### src/event_mask_pkg.sv
package event_mask_pkg;

  // ==========================================================
  // register map (byte addresses, one aligned word each)
  // ==========================================================
  localparam logic [7:0] HV_MASK_ADDR = 8'h00;
  localparam logic [7:0] LV_MASK_ADDR = 8'h04;
  localparam logic [7:0] CTL_MASK_ADDR = 8'h08;
  localparam logic [7:0] OUTA_MASK_ADDR = 8'h0c;
  localparam logic [7:0] OUTB_MASK_ADDR = 8'h10;
  localparam logic [7:0] EVT_CODE_ADDR = 8'h14;
  localparam logic [7:0] EVT_STAT_ADDR = 8'h18;
  localparam logic [7:0] IRQ_STAT_ADDR = 8'h1c;
  localparam logic [7:0] IRQ_EN_ADDR = 8'h20;
  localparam logic [7:0] IRQ_CLR_ADDR = 8'h24;
  localparam logic [7:0] LEVEL_ADDR = 8'h28;

  // ==========================================================
  // mask widths and reset values
  // ==========================================================
  localparam int HV_W = 6;
  localparam int LV_W = 8;
  localparam int CTL_W = 10;
  localparam int OUT_W = 8;
  localparam logic [HV_W-1:0] HV_RST = 6'h05;
  localparam logic [LV_W-1:0] LV_RST = 8'h05;
  localparam logic [CTL_W-1:0] CTL_RST = 10'h000;
  localparam logic [OUT_W-1:0] OUTA_RST = 8'h0c;
  localparam logic [OUT_W-1:0] OUTB_RST = 8'h00;

  // ==========================================================
  // event numbering: codes 1..40, groups contiguous
  // ==========================================================
  localparam int NUM_EVT = 40;
  localparam int NUM_SRC = NUM_EVT / 2;
  localparam logic [5:0] FIRST_CODE = 6'h01;

  // ==========================================================
  // interrupt status bits
  // ==========================================================
  localparam int IRQ_W = 2;
  localparam int IRQ_EVT_BIT = 0;
  localparam int IRQ_OVF_BIT = 1;

  typedef enum logic [1:0] {
    HTRANS_IDLE = 2'b00,
    HTRANS_BUSY = 2'b01,
    HTRANS_NONSEQ = 2'b10,
    HTRANS_SEQ = 2'b11
  } htrans_t;

endpackage

### src/edge_event_gen.sv
`timescale 1ns/1ps
// turns each source level into an activation and a reset pulse
module edge_event_gen #(
  parameter int NSRC = 20
) (
  // clock and reset
  input wire logic core_clk,
  input wire logic rstn,
  // synchronised source levels
  input wire logic [NSRC-1:0] levelIn,
  // pulses, two per source: even index activation, odd index reset
  output logic [2*NSRC-1:0] evtPulse
);
  logic [NSRC-1:0] prev_r;

  // at least one source, else the pulse vector is empty
  if (NSRC < 1) begin : gRange
    $error("edge_event_gen: no sources");
  end

  // remember last level; reset assumes all inactive
  always_ff @(posedge core_clk) begin
    if (!rstn) begin
      prev_r <= '0;
    end else begin
      prev_r <= levelIn;
    end
  end

  // activation takes the lower weight of each pair
  for (genvar i = 0; i < NSRC; i++) begin : gPair
    assign evtPulse[2*i] = levelIn[i] & ~prev_r[i];
    assign evtPulse[2*i+1] = ~levelIn[i] & prev_r[i];
  end
endmodule // edge_event_gen

### src/event_code_picker.sv
`timescale 1ns/1ps
// holds pending enabled events and hands out the lowest code first
module event_code_picker #(
  parameter int NEVT = 40
) (
  // clock and reset
  input wire logic core_clk,
  input wire logic rstn,
  // new enabled events this cycle
  input wire logic [NEVT-1:0] newEvt,
  // consumer pops current code
  input wire logic pop,
  // current code, 1-based, and its validity
  output logic [5:0] code,
  output logic codeValid
);
  logic [NEVT-1:0] pend_r;
  logic [NEVT-1:0] popMask;
  logic [5:0] idx;

  // codes are six bits and one-based, so at most 63 events
  if (NEVT < 1 || NEVT > 63) begin : gRange
    $error("event_code_picker: event count out of range");
  end

  // priority encoder, lowest index wins
  always_comb begin
    idx = '0;
    for (int i = NEVT - 1; i >= 0; i--) begin
      if (pend_r[i]) idx = 6'(i);
    end
  end

  assign codeValid = |pend_r;
  assign code = idx + event_mask_pkg::FIRST_CODE;
  assign popMask = (pop && codeValid) ? (NEVT'(1) << idx) : '0;

  // new events win over the pop of the same bit
  always_ff @(posedge core_clk) begin
    if (!rstn) begin
      pend_r <= '0;
    end else begin
      pend_r <= (pend_r & ~popMask) | newEvt;
    end
  end
endmodule // event_code_picker

### src/event_report_mask_logic.sv
// The register addresses and the AHB-Lite slave port are this design's own decisions.
`timescale 1ns/1ps
// Behaviour
// - every activation and reset of each source gets its own code 1..40.
// - enabled event codes queue for reading by the station over the bus.
// - an event is reported only while its mask bit is one.
// - mask bit weights are powers of two in event order.
// - first mask: six high-voltage events, 6 bits, resets to 5.
// - second mask: low-voltage events plus breaker failure, 8 bits, resets to 5.
// - third mask: five control inputs, ten events, 10 bits, resets to 0.
// - each control input makes an activation and a separate reset event.
// - fourth mask: first two start and trip outputs, resets to 12.
module event_report_mask_logic (
  // clock and reset
  input wire logic core_clk,
  input wire logic rstn,
  // ahb-lite slave
  input wire logic hsel,
  input wire logic [31:0] haddr,
  input wire logic [1:0] htrans,
  input wire logic hwrite,
  input wire logic [2:0] hsize,
  input wire logic hready,
  input wire logic [31:0] hwdata,
  output logic [31:0] hrdata,
  output logic hreadyout,
  output logic hresp,
  // high-voltage stage levels
  input wire logic hvStart,
  input wire logic hvOperate,
  input wire logic hvHarmBlock,
  // low-voltage stage levels
  input wire logic lvStart,
  input wire logic lvOperate,
  input wire logic lvHarmBlock,
  input wire logic breakerFailureGuard,
  // external control input pins
  input wire logic [4:0] extControlIn,
  // start and trip output signals 1..4, order s1 t1 s2 t2 s3 t3 s4 t4
  input wire logic [7:0] outSignal,
  // interrupt
  output logic irq
);
  // ==========================================================
  // source synchronisers
  // ==========================================================
  localparam int NS = event_mask_pkg::NUM_SRC;
  localparam int NE = event_mask_pkg::NUM_EVT;
  logic [NS-1:0] rawSrc;
  logic [NS-1:0] sync1_r;
  logic [NS-1:0] sync2_r;
  logic [NE-1:0] evtPulse;
  logic [NE-1:0] maskAll;
  logic [NE-1:0] enabledEvt;

  // sources ordered as event pairs in code order
  assign rawSrc = {outSignal, extControlIn, breakerFailureGuard, lvHarmBlock,
                   lvOperate, lvStart, hvHarmBlock, hvOperate, hvStart};

  // two flip-flops before any logic; sources only observed, not altered
  always_ff @(posedge core_clk) begin
    if (!rstn) begin
      sync1_r <= '0;
      sync2_r <= '0;
    end else begin
      sync1_r <= rawSrc;
      sync2_r <= sync1_r;
    end
  end

  edge_event_gen #(.NSRC(NS)) uEdge (
    .core_clk(core_clk),
    .rstn(rstn),
    .levelIn(sync2_r),
    .evtPulse(evtPulse)
  );

  // ==========================================================
  // elaboration checks
  // ==========================================================
  // the five mask fields must tile the event vector exactly
  if (event_mask_pkg::HV_W + event_mask_pkg::LV_W + event_mask_pkg::CTL_W +
      2 * event_mask_pkg::OUT_W != NE) begin : gMaskTile
    $error("event_report_mask_logic: mask widths do not cover the events");
  end
  // two events per source, and the level word must fit one bus word
  if (2 * NS != NE || NS > 32) begin : gSrcPair
    $error("event_report_mask_logic: source count does not match the events");
  end
  // the highest code must still fit the six-bit code field
  if (NE + int'(event_mask_pkg::FIRST_CODE) > 64) begin : gCodeFit
    $error("event_report_mask_logic: event codes exceed six bits");
  end

  // ==========================================================
  // mask registers
  // ==========================================================
  logic [event_mask_pkg::HV_W-1:0] hvMask_r;
  logic [event_mask_pkg::LV_W-1:0] lvMask_r;
  logic [event_mask_pkg::CTL_W-1:0] ctlMask_r;
  logic [event_mask_pkg::OUT_W-1:0] outAMask_r;
  logic [event_mask_pkg::OUT_W-1:0] outBMask_r;
  logic [event_mask_pkg::IRQ_W-1:0] irqStat_r;
  logic [event_mask_pkg::IRQ_W-1:0] irqEn_r;
  logic overflowFlag;

  // bit n of each mask has weight 2**n, in event order
  assign maskAll = {outBMask_r, outAMask_r, ctlMask_r, lvMask_r, hvMask_r};
  // suppressed events are dropped here and nowhere else
  assign enabledEvt = evtPulse & maskAll;

  // ==========================================================
  // ahb-lite address phase capture
  // ==========================================================
  logic dphWr_r;
  logic [7:0] dphAddr_r;
  logic addrOk;
  logic acceptPhase;

  function automatic logic isMapped(input logic [31:0] a);
    isMapped = (a[1:0] == 2'b00) && (a[31:8] == 24'h000000) &&
               (a[7:0] <= event_mask_pkg::LEVEL_ADDR);
  endfunction

  assign acceptPhase = hsel && hready && (htrans == event_mask_pkg::HTRANS_NONSEQ ||
                       htrans == event_mask_pkg::HTRANS_SEQ);
  assign addrOk = isMapped(haddr);

  // latch one transfer for its data phase
  always_ff @(posedge core_clk) begin
    if (!rstn) begin
      dphWr_r <= 1'b0;
      dphAddr_r <= 8'h00;
    end else begin
      dphWr_r <= acceptPhase && hwrite && addrOk;
      dphAddr_r <= acceptPhase ? haddr[7:0] : dphAddr_r;
    end
  end

  // zero wait states, always okay
  assign hreadyout = 1'b1;
  assign hresp = 1'b0;

  // ==========================================================
  // mask register writes
  // ==========================================================
  // data phase write aimed at one register of the map
  function automatic logic wrSel(input logic wr, input logic [7:0] a,
                                 input logic [7:0] target);
    wrSel = wr && (a == target);
  endfunction

  // high-voltage stage mask, low bits of the word only
  always_ff @(posedge core_clk) begin
    if (!rstn) begin
      hvMask_r <= event_mask_pkg::HV_RST;
    end else if (wrSel(dphWr_r, dphAddr_r, event_mask_pkg::HV_MASK_ADDR)) begin
      hvMask_r <= hwdata[event_mask_pkg::HV_W-1:0];
    end
  end

  // low-voltage stage and breaker failure mask
  always_ff @(posedge core_clk) begin
    if (!rstn) begin
      lvMask_r <= event_mask_pkg::LV_RST;
    end else if (wrSel(dphWr_r, dphAddr_r, event_mask_pkg::LV_MASK_ADDR)) begin
      lvMask_r <= hwdata[event_mask_pkg::LV_W-1:0];
    end
  end

  // control input mask, ten events
  always_ff @(posedge core_clk) begin
    if (!rstn) begin
      ctlMask_r <= event_mask_pkg::CTL_RST;
    end else if (wrSel(dphWr_r, dphAddr_r, event_mask_pkg::CTL_MASK_ADDR)) begin
      ctlMask_r <= hwdata[event_mask_pkg::CTL_W-1:0];
    end
  end

  // first output group mask, trip one events open after reset
  always_ff @(posedge core_clk) begin
    if (!rstn) begin
      outAMask_r <= event_mask_pkg::OUTA_RST;
    end else if (wrSel(dphWr_r, dphAddr_r, event_mask_pkg::OUTA_MASK_ADDR)) begin
      outAMask_r <= hwdata[event_mask_pkg::OUT_W-1:0];
    end
  end

  // second output group mask
  always_ff @(posedge core_clk) begin
    if (!rstn) begin
      outBMask_r <= event_mask_pkg::OUTB_RST;
    end else if (wrSel(dphWr_r, dphAddr_r, event_mask_pkg::OUTB_MASK_ADDR)) begin
      outBMask_r <= hwdata[event_mask_pkg::OUT_W-1:0];
    end
  end

  // ==========================================================
  // event code queue
  // ==========================================================
  logic [5:0] evtCode;
  logic evtValid;
  logic codePop;

  // reading the code register consumes the code on show
  assign codePop = acceptPhase && !hwrite &&
                   (haddr[7:0] == event_mask_pkg::EVT_CODE_ADDR) && addrOk;

  event_code_picker #(.NEVT(NE)) uPick (
    .core_clk(core_clk),
    .rstn(rstn),
    .newEvt(enabledEvt),
    .pop(codePop),
    .code(evtCode),
    .codeValid(evtValid)
  );

  // overflow: an enabled event arrives while its own code is still pending
  logic [NE-1:0] pendShadow_r;
  logic dupEvt;
  assign dupEvt = |(enabledEvt & pendShadow_r);

  always_ff @(posedge core_clk) begin
    if (!rstn) begin
      pendShadow_r <= '0;
    end else begin
      pendShadow_r <= (pendShadow_r & ~((codePop && evtValid) ?
                      (NE'(1) << (evtCode - event_mask_pkg::FIRST_CODE)) : '0)) | enabledEvt;
    end
  end

  // ==========================================================
  // interrupt status, enable and clear
  // ==========================================================
  logic [event_mask_pkg::IRQ_W-1:0] irqSet;
  logic [event_mask_pkg::IRQ_W-1:0] irqClr;

  always_comb begin
    irqSet = '0;
    irqSet[event_mask_pkg::IRQ_EVT_BIT] = |enabledEvt;
    irqSet[event_mask_pkg::IRQ_OVF_BIT] = dupEvt;
    irqClr = '0;
    if (wrSel(dphWr_r, dphAddr_r, event_mask_pkg::IRQ_CLR_ADDR)) begin
      irqClr = hwdata[event_mask_pkg::IRQ_W-1:0];
    end
  end

  // set wins over a clear in the same cycle
  always_ff @(posedge core_clk) begin
    if (!rstn) begin
      irqStat_r <= '0;
    end else begin
      irqStat_r <= (irqStat_r & ~irqClr) | irqSet;
    end
  end

  // interrupt enable, same layout as the status bits
  always_ff @(posedge core_clk) begin
    if (!rstn) begin
      irqEn_r <= '0;
    end else if (wrSel(dphWr_r, dphAddr_r, event_mask_pkg::IRQ_EN_ADDR)) begin
      irqEn_r <= hwdata[event_mask_pkg::IRQ_W-1:0];
    end
  end

  assign irq = |(irqStat_r & irqEn_r);

  // overflow flag for the code status word, cleared with the status bit
  assign overflowFlag = irqStat_r[event_mask_pkg::IRQ_OVF_BIT];

  // ==========================================================
  // read data
  // ==========================================================
  logic [31:0] rdNxt;
  logic [31:0] hrdata_r;

  always_comb begin
    rdNxt = 32'h00000000;
    case (haddr[7:0])
      event_mask_pkg::HV_MASK_ADDR: rdNxt[event_mask_pkg::HV_W-1:0] = hvMask_r;
      event_mask_pkg::LV_MASK_ADDR: rdNxt[event_mask_pkg::LV_W-1:0] = lvMask_r;
      event_mask_pkg::CTL_MASK_ADDR: rdNxt[event_mask_pkg::CTL_W-1:0] = ctlMask_r;
      event_mask_pkg::OUTA_MASK_ADDR: rdNxt[event_mask_pkg::OUT_W-1:0] = outAMask_r;
      event_mask_pkg::OUTB_MASK_ADDR: rdNxt[event_mask_pkg::OUT_W-1:0] = outBMask_r;
      event_mask_pkg::EVT_CODE_ADDR: rdNxt[5:0] = evtValid ? evtCode : 6'h00;
      event_mask_pkg::EVT_STAT_ADDR: rdNxt[1:0] = {overflowFlag, evtValid};
      event_mask_pkg::IRQ_STAT_ADDR: rdNxt[event_mask_pkg::IRQ_W-1:0] = irqStat_r;
      event_mask_pkg::IRQ_EN_ADDR: rdNxt[event_mask_pkg::IRQ_W-1:0] = irqEn_r;
      event_mask_pkg::LEVEL_ADDR: rdNxt[NS-1:0] = sync2_r;
      default: rdNxt = 32'h00000000;
    endcase
  end

  // read data sampled at the address phase, held through data phase
  always_ff @(posedge core_clk) begin
    if (!rstn) begin
      hrdata_r <= 32'h00000000;
    end else if (acceptPhase && !hwrite) begin
      hrdata_r <= addrOk ? rdNxt : 32'h00000000;
    end
  end

  assign hrdata = hrdata_r;
endmodule // event_report_mask_logic

### config.mk
export PLATFORM = sky130hd
export DESIGN_NAME = event_report_mask_logic
export DESIGN_NICKNAME = d
export VERILOG_FILES = /design/src/event_mask_pkg.sv /design/src/edge_event_gen.sv /design/src/event_code_picker.sv /design/src/event_report_mask_logic.sv
export SDC_FILE = /design/constraint.sdc
export NUM_CORES = 1
export LEC_CHECK = 0
export BUFFER_PORTS_ARGS = -buffer_cell sky130_fd_sc_hd__buf_4
export CORE_ASPECT_RATIO = 1.5
export CORE_MARGIN = 10
export CORE_UTILIZATION = 52
export DETAILED_ROUTE_END_ITERATION = 16
export GPL_TIMING_DRIVEN = 0
export PLACE_DENSITY = 0.86
export SLEW_MARGIN = 20
export SYNTH_ARGS = -nofsm -noshare
export SYNTH_HDL_FRONTEND = slang
export SYNTH_HIERARCHICAL = 1
export SYNTH_SLANG_ARGS = --single-unit
### constraint.sdc
create_clock -name core_clk -period 3.7 [get_ports core_clk]
set_input_delay 0.37 -clock core_clk [delete_from_list [all_inputs] [get_ports core_clk]]
set_output_delay 0.37 -clock core_clk [all_outputs]
set_load 0.02 [all_outputs]
Word level (Yosys, flattened, before mapping)
Index checks and enable logic that the tools add are counted.
{"block": "word_totals", "elab_cells": 206, "input_bits": 94, "ff_bits": 225, "out_inout_bits": 35}
{"block": "classes", "n_addsub": 2, "n_shift": 2, "muxes": 50, "n_lt_le_gt_ge": 1, "n_bitwise": 92, "n_reduce_logical": 27, "eq_ne": 17}
{"op": "two-way mux 6 bit", "count": 41}
{"op": "bitwise AND 40 bit", "count": 4}
{"op": "OR reduction 40 bit", "count": 3}
{"op": "two-way mux 40 bit", "count": 2}
{"op": "NOT 40 bit", "count": 2}
{"op": "bitwise OR 40 bit", "count": 2}
{"op": "left shift 1 x 6 -> 40 bit, first input constant", "count": 2}
{"op": "bitwise AND 1 bit", "count": 40}
{"op": "equality test 8 x 5 -> 1 bit, second input constant", "count": 5}
{"op": "NOT 1 bit", "count": 40}
{"op": "equality test 8 x 4 -> 1 bit, second input constant", "count": 4}
{"op": "equality test 8 x 6 -> 1 bit, second input constant", "count": 4}
{"op": "case mux 4 bit (7 select lines)", "count": 1}
{"op": "zero test 24 bit", "count": 1}
{"op": "two-way mux 20 bit", "count": 1}
{"op": "case mux 2 bit (10 select lines)", "count": 1}
{"op": "logical AND 1 bit", "count": 17}
{"op": "equality test 8 x 3 -> 1 bit, second input constant", "count": 2}
{"op": "zero test 8 bit", "count": 2}
{"op": "two-way mux 10 bit", "count": 1}
{"op": "case mux 2 bit (5 select lines)", "count": 1}
{"op": "<= comparator 8 x 6 -> 1 bit, second input constant", "count": 1}
{"op": "adder 6 x 1 -> 6 bit, second input constant", "count": 1}
{"op": "subtractor 6 x 1 -> 6 bit, second input constant", "count": 1}
{"op": "other kinds (10)", "count": 12}

Depth between registers and ports, before layout
{"block": "depth", "word_depth": 47, "ltp_mapped": 15, "mapped_depth_nobuf": 15}

Cells and area by module
The synthesis kept the hierarchy.
{"mod": "event_report_mask_logic", "area_per_inst_um2": 6865.3, "n_inst": 1, "cells_each": 779, "seq_area_each_um2": 3062.9}
{"mod": "event_code_picker", "area_per_inst_um2": 2224.6, "n_inst": 1, "cells_each": 259, "seq_area_each_um2": 800.8}
{"mod": "edge_event_gen", "area_per_inst_um2": 798.3, "n_inst": 1, "cells_each": 82, "seq_area_each_um2": 400.4}

Worst setup path before layout
OpenSTA, ideal clock, no wires.
{"block": "synth_timing", "kind": "register -> register", "from": "reg uPick.pend_r[38]", "to": "reg pendShadow_r[36]", "path_buffers": 0, "t_arrival_ns": 3.517, "t_required_ns": 3.568, "stages_incl_launch_ff": 15, "setup_time_ns": 0.132, "path_slack_ns": 0.050, "period_less_slack_ns": 3.650, "path_cell_list": "dfxtp_1 nand2b_1 a221oi_1 o31a_1 o21ai_0 a221oi_1 nor2_1 a221oi_1 ha_1 ha_1 or4_1 xnor2_1 or3_4 o41ai_1 a21oi_1"}
{"block": "synth_between", "elab_chain_len": 46, "word_cells_on_any_way": 48, "classes_between": "add/sub: 2; shift: 1; mux: 40; bitwise: 3; reduce/logical: 2"}
{"item": "start: declaration", "line_no": "event_code_picker.sv:17", "text": "logic [NEVT-1:0] pend_r;"}
{"item": "start signal: assignment", "line_no": "event_code_picker.sv:43", "text": "pend_r <= (pend_r & ~popMask) | newEvt;"}
{"item": "two-way mux 6 bit (39 in a row)", "line_no": "event_code_picker.sv:30", "text": "if (pend_r[i]) idx = 6'(i);"}
{"item": "adder 6 x 1 -> 6 bit", "line_no": "event_code_picker.sv:35", "text": "assign code = idx + event_mask_pkg::FIRST_CODE;"}
{"item": "net evtCode[2]", "line_no": "event_report_mask_logic.sv:201", "text": "logic [5:0] evtCode;"}
{"item": "subtractor 6 x 1 -> 6 bit", "line_no": "event_report_mask_logic.sv:228", "text": "(NE'(1) << (evtCode - event_mask_pkg::FIRST_CODE)) : '0)) | enabledEvt;"}
{"item": "left shift 1 x 6 -> 40 bit", "line_no": "event_report_mask_logic.sv:228"}
{"item": "two-way mux 40 bit", "line_no": "event_report_mask_logic.sv:227", "text": "pendShadow_r <= (pendShadow_r & ~((codePop && evtValid) ?"}
{"item": "NOT 40 bit", "line_no": "event_report_mask_logic.sv:227"}
{"item": "bitwise AND 40 bit", "line_no": "event_report_mask_logic.sv:227"}
{"item": "bitwise OR 40 bit", "line_no": "event_report_mask_logic.sv:228"}
{"item": "end signal: assignment", "line_no": "event_report_mask_logic.sv:227"}
{"item": "end: declaration", "line_no": "event_report_mask_logic.sv:219", "text": "logic [NE-1:0] pendShadow_r;"}
The timed path passes the listed nets, and every way through them passes these cells.
A chain may end at the register's enable or synchronous reset.

Final worst setup path
{"block": "layout_timing", "from": "reg uPick.pend_r[8]", "to": "reg pendShadow_r[32]"}
{"block": "layout_between", "elab_chain_len": 16, "word_cells_on_any_way": 18, "classes_between": "add/sub: 2; shift: 1; mux: 10; bitwise: 3; reduce/logical: 2"}
{"item": "two-way mux 6 bit (9 in a row)", "line_no": "event_code_picker.sv:30"}
{"item": "adder 6 x 1 -> 6 bit", "line_no": "event_code_picker.sv:35"}
{"item": "net evtCode[2]", "line_no": "event_report_mask_logic.sv:201"}
{"item": "subtractor 6 x 1 -> 6 bit", "line_no": "event_report_mask_logic.sv:228"}
{"item": "left shift 1 x 6 -> 40 bit", "line_no": "event_report_mask_logic.sv:228"}
{"item": "two-way mux 40 bit", "line_no": "event_report_mask_logic.sv:227"}
{"item": "NOT 40 bit", "line_no": "event_report_mask_logic.sv:227"}
{"item": "bitwise AND 40 bit", "line_no": "event_report_mask_logic.sv:227"}
{"item": "bitwise OR 40 bit", "line_no": "event_report_mask_logic.sv:228"}
The timed path passes the listed nets, and every way through them passes these cells.

==> reports/results.txt <==
status: finished, violations left
failing checks: setup timing
DR pass1 iterations: 6
Compound-Gate Fraction of Synth Area: 18.7%
combinational power share: 9.1%
Slew headroom: 13.6%
final worst slack: -0.177 ns
GRT met1 Usage: 28.7%
Max-Cap Viols: 0
CTS Buf Count: 21
crit path DAT: 4.25 ns
largest family of logic cells by synthesized area: simple AND/OR/NAND/NOR gates
post-synthesis mux area share: 5.31%
GR peak layer: met2
Syn-to-layout area delta: 22.7%
die height: 189 microns
first-pass GRT wire length: 53.9 mm
DR WL/cell: 23.7 microns
TNS Setup: -1.27 ns
nets@finish: 1361
RePlAce Congestion: 1.04
total congestion overflow: 0
multi-input logic area: 5500 sq um
Post-synth EDFFs: 0
VDD IR max: 0.393 mV
CP Launch Type: flip-flop
Post-Syn Area: 9890 sq um
Syn Inst Count: 1120
Placement Rows: 61
DR vias/cell: 6.20
f_max: 0.258 GHz
register bit count reported by yosys: 213
Tot Pwr: 5010 uW
worst slack, placed: -0.700 ns
largest cells by area after synthesis: dfxtp_1 (43%), mux2i_1 (4.9%), and2_1 (4.5%), nand2_1 (4.4%), o21a_1 (3.8%)
Cell Area, Placed: 10900 sq um
power per cell area: 413 nW/um^2
CP Max Fanout: 4
FILL cells: 1516
Synth Area per Inst: 8.83 sq um
Die Wd: 133 microns
register area: 4270 sq um
max-slew violation count: 0
Core Box Area: 18600 sq um
CTS tree: done
unrepaired setup endpoints after global routing: yes
Final period util: 105%
Initial Utilization: 53.1%
pin count of the biggest net entering global routing: 17
vias: 9480
DRC: 0
Switching Share: 25.4%
Seq/Total Area, Yosys: 43.1%
Placed Cells incl. Taps: 1470
violation count after the first detailed-route iteration: 1043
crit path kind: flip-flop to flip-flop
worst-skew pair later-pin latency: 0.52 ns
met3 Usage GRT: 5.27%
minimum clock period: 3.88 ns
Ports: 129
die area: 25000 sq um
Yosys cell types: 80
Final Hold Fails: 0
XOR/XNOR share of the synthesized area: 0.266%
Yosys top cell area share: 43.1%
Worst Path Required: 4.07 ns
clock skew: 0.0162 ns
total track usage: 27.5%
HP Class: input port to flip-flop
H-Tree Depth: 1
internal power: 3740 uW
final cell count without fillers: 1528
Root Buffer: clkbuf_16
cts hold-fix bufs: 0
clock share of power: 43.9%
simple-gate area share of the yosys netlist: 26.4%
Crit. End Element: flip-flop
Detail Route Antenna Nets: 0
Worst-path clk slew: 0.07 ns
Post-synth ARST share: 0%
Leak: 0.00509 uW
final WL: 36.3 mm
Seq pwr share: 47.0%
DPL Wire Length: 26.6 mm
Synth Flop Type: dfxtp_1
Design Area, Final: 12100 sq um
layout cells sized above 1: 19.9%
vias in the first global route: 9293
clock sinks: 213
Net Sw Power: 1270 uW
met2 usage: 48.7%
Max clock buf depth: 3
Least-Margin Pin Slew: 1.28 ns
Ys Warns: 6
largest area contributor in the netlist: dfxtp_1
port bufs: 85
Synth Area in Adders: 0.759%
Setup violations, final: 13
antenna violations before repair: 0
worst paths after layout:
| kind | startpoint | endpoint | slack (ns) | cells after the start |
|---|---|---|---|---|
| setup / recovery | uPick/pend_r[8] | pendShadow_r[32] | -0.18 | 14 |
| hold / removal | outSignal[5] | sync1_r[17] | 0.06 | 2 |
| setup reg to reg | uPick/pend_r[8] | pendShadow_r[32] | -0.18 | 14 |
| hold reg to reg | sync1_r[13] | sync2_r[13] | 0.43 | 1 |
cell usage after synthesis (4+ instances only):
cell and number:
and2_0 6, a221o_1 5, nand2_1 115, a32oi_1 7
a22o_1 18, nor3_1 10, nor2b_1 55, o21ai_0 37
a32o_1 8, buf_2 8, a31oi_1 18, mux2i_1 48
buf_4 14, mux2_2 4, nand3_1 22, a221oi_1 7
clkbuf_1 40, o221a_1 5, a211oi_1 6, nand4_1 14
and3_1 13, a21oi_1 59, inv_1 42, dfxtp_1 213
nand2b_1 4, nor4_1 26, ha_1 6, or4_1 7
o21a_1 50, o31ai_1 13, nor2_1 81, and2_1 71
nand3b_1 4
cell usage in the layout (no fill, tap or decap), types with 6 or more instances in the layout:
cell / count
nor2b_1: 54
nor4_1: 22
and2_1: 71
buf_4: 115
dfxtp_1: 210
inv_1: 42
o21ai_0: 36
clkbuf_1: 37
a32o_1: 8
mux2i_1: 48
nor2_1: 79
nand4_1: 14
buf_6: 6
conb_1: 14
nand2_1: 113
o21a_1: 50
nand3_1: 22
nor3_1: 9
o31ai_1: 6
buf_2: 9
a22o_1: 18
a31oi_1: 14
clkbuf_16: 21
and3_1: 13
a21oi_1: 54
and2_0: 6
a32oi_1: 7
power groups by stage:
stage,clock network [uW],registers [uW],logic (uW)
final,2200,2360,456
after global placement,0,2400,391
after floorplan,0,2400,237
after CTS,2200,2350,415
after global routing,2290,2360,480
after detailed placement,0,2400,397
critical path, cell delays in order, from the launching register on:
cell and delay, ns:
dfxtp_1 0.37, nor3_1 0.27, o21ai_0 0.28, a221oi_2 0.26
buf_4 0.19, nor2_4 0.06, a221oi_4 0.25, ha_2 0.27
ha_4 0.21, or4_4 0.52, buf_4 0.18, nor2_4 0.13
xnor2_2 0.09, nor4_4 0.49, a31oi_1 0.15
repair_timing:
item	in CTS	in global routing
endpoints found under the setup margin	41	34
resized for setup	26	40
setup buffers	9	11
pin swaps	15	14
sequential cells by signal, indices dropped and copies added (netlist names):
name          cells
ctlMask_r        10
dphAddr_r         8
dphWr_r           1
hrdata           20
hvMask_r          6
irqEn_r           2
irqStat_r         2
lvMask_r          8
outAMask_r        8
outBMask_r        8
pendShadow_r     40
sync1_r          20
sync2_r          20
uEdge/prev_r     20
uPick/pend_r     40
metrics by stage:
stage | hold slack [ns] | util [%]
6_report | 0.0646 | 65.2
5_1_grt | 0.0641 | 65.2
4_1_cts | 0.0553 | 63.5
3_5_place_dp | 0.418 | 58.5
3_3_place_gp | 0.415 | 58.5
2_1_floorplan | 0.412 | -
final cells by class:
type	count	area share (%)
clock inverters	14	1.22
well taps	252	2.60
diodes	1	0.0206
repair buffers	106	6.73
inverters	44	1.42
flip-flops and latches	213	35.2
plain buffers	69	3.00
multi-input cells	806	45.3
clock buffers	23	4.56
metal layers:
metal / vias up / part of all wire [%]
met5: - / 0
met4: 0 / 8.0
met2: 579 / 50
li1: 4244 / -
met1: 4467 / 34
met3: 190 / 7.9
logic make-up after synthesis:
group,Yosys count
AO/OA/AOI/OAI,262
XOR/XNOR,3
adder cells (fa/ha/maj),6
buffers and inverters,113
flip-flops,213
multiplexers,52
other,2
AND/OR/NAND/NOR,469
Power figures use the tool's default switching activity.
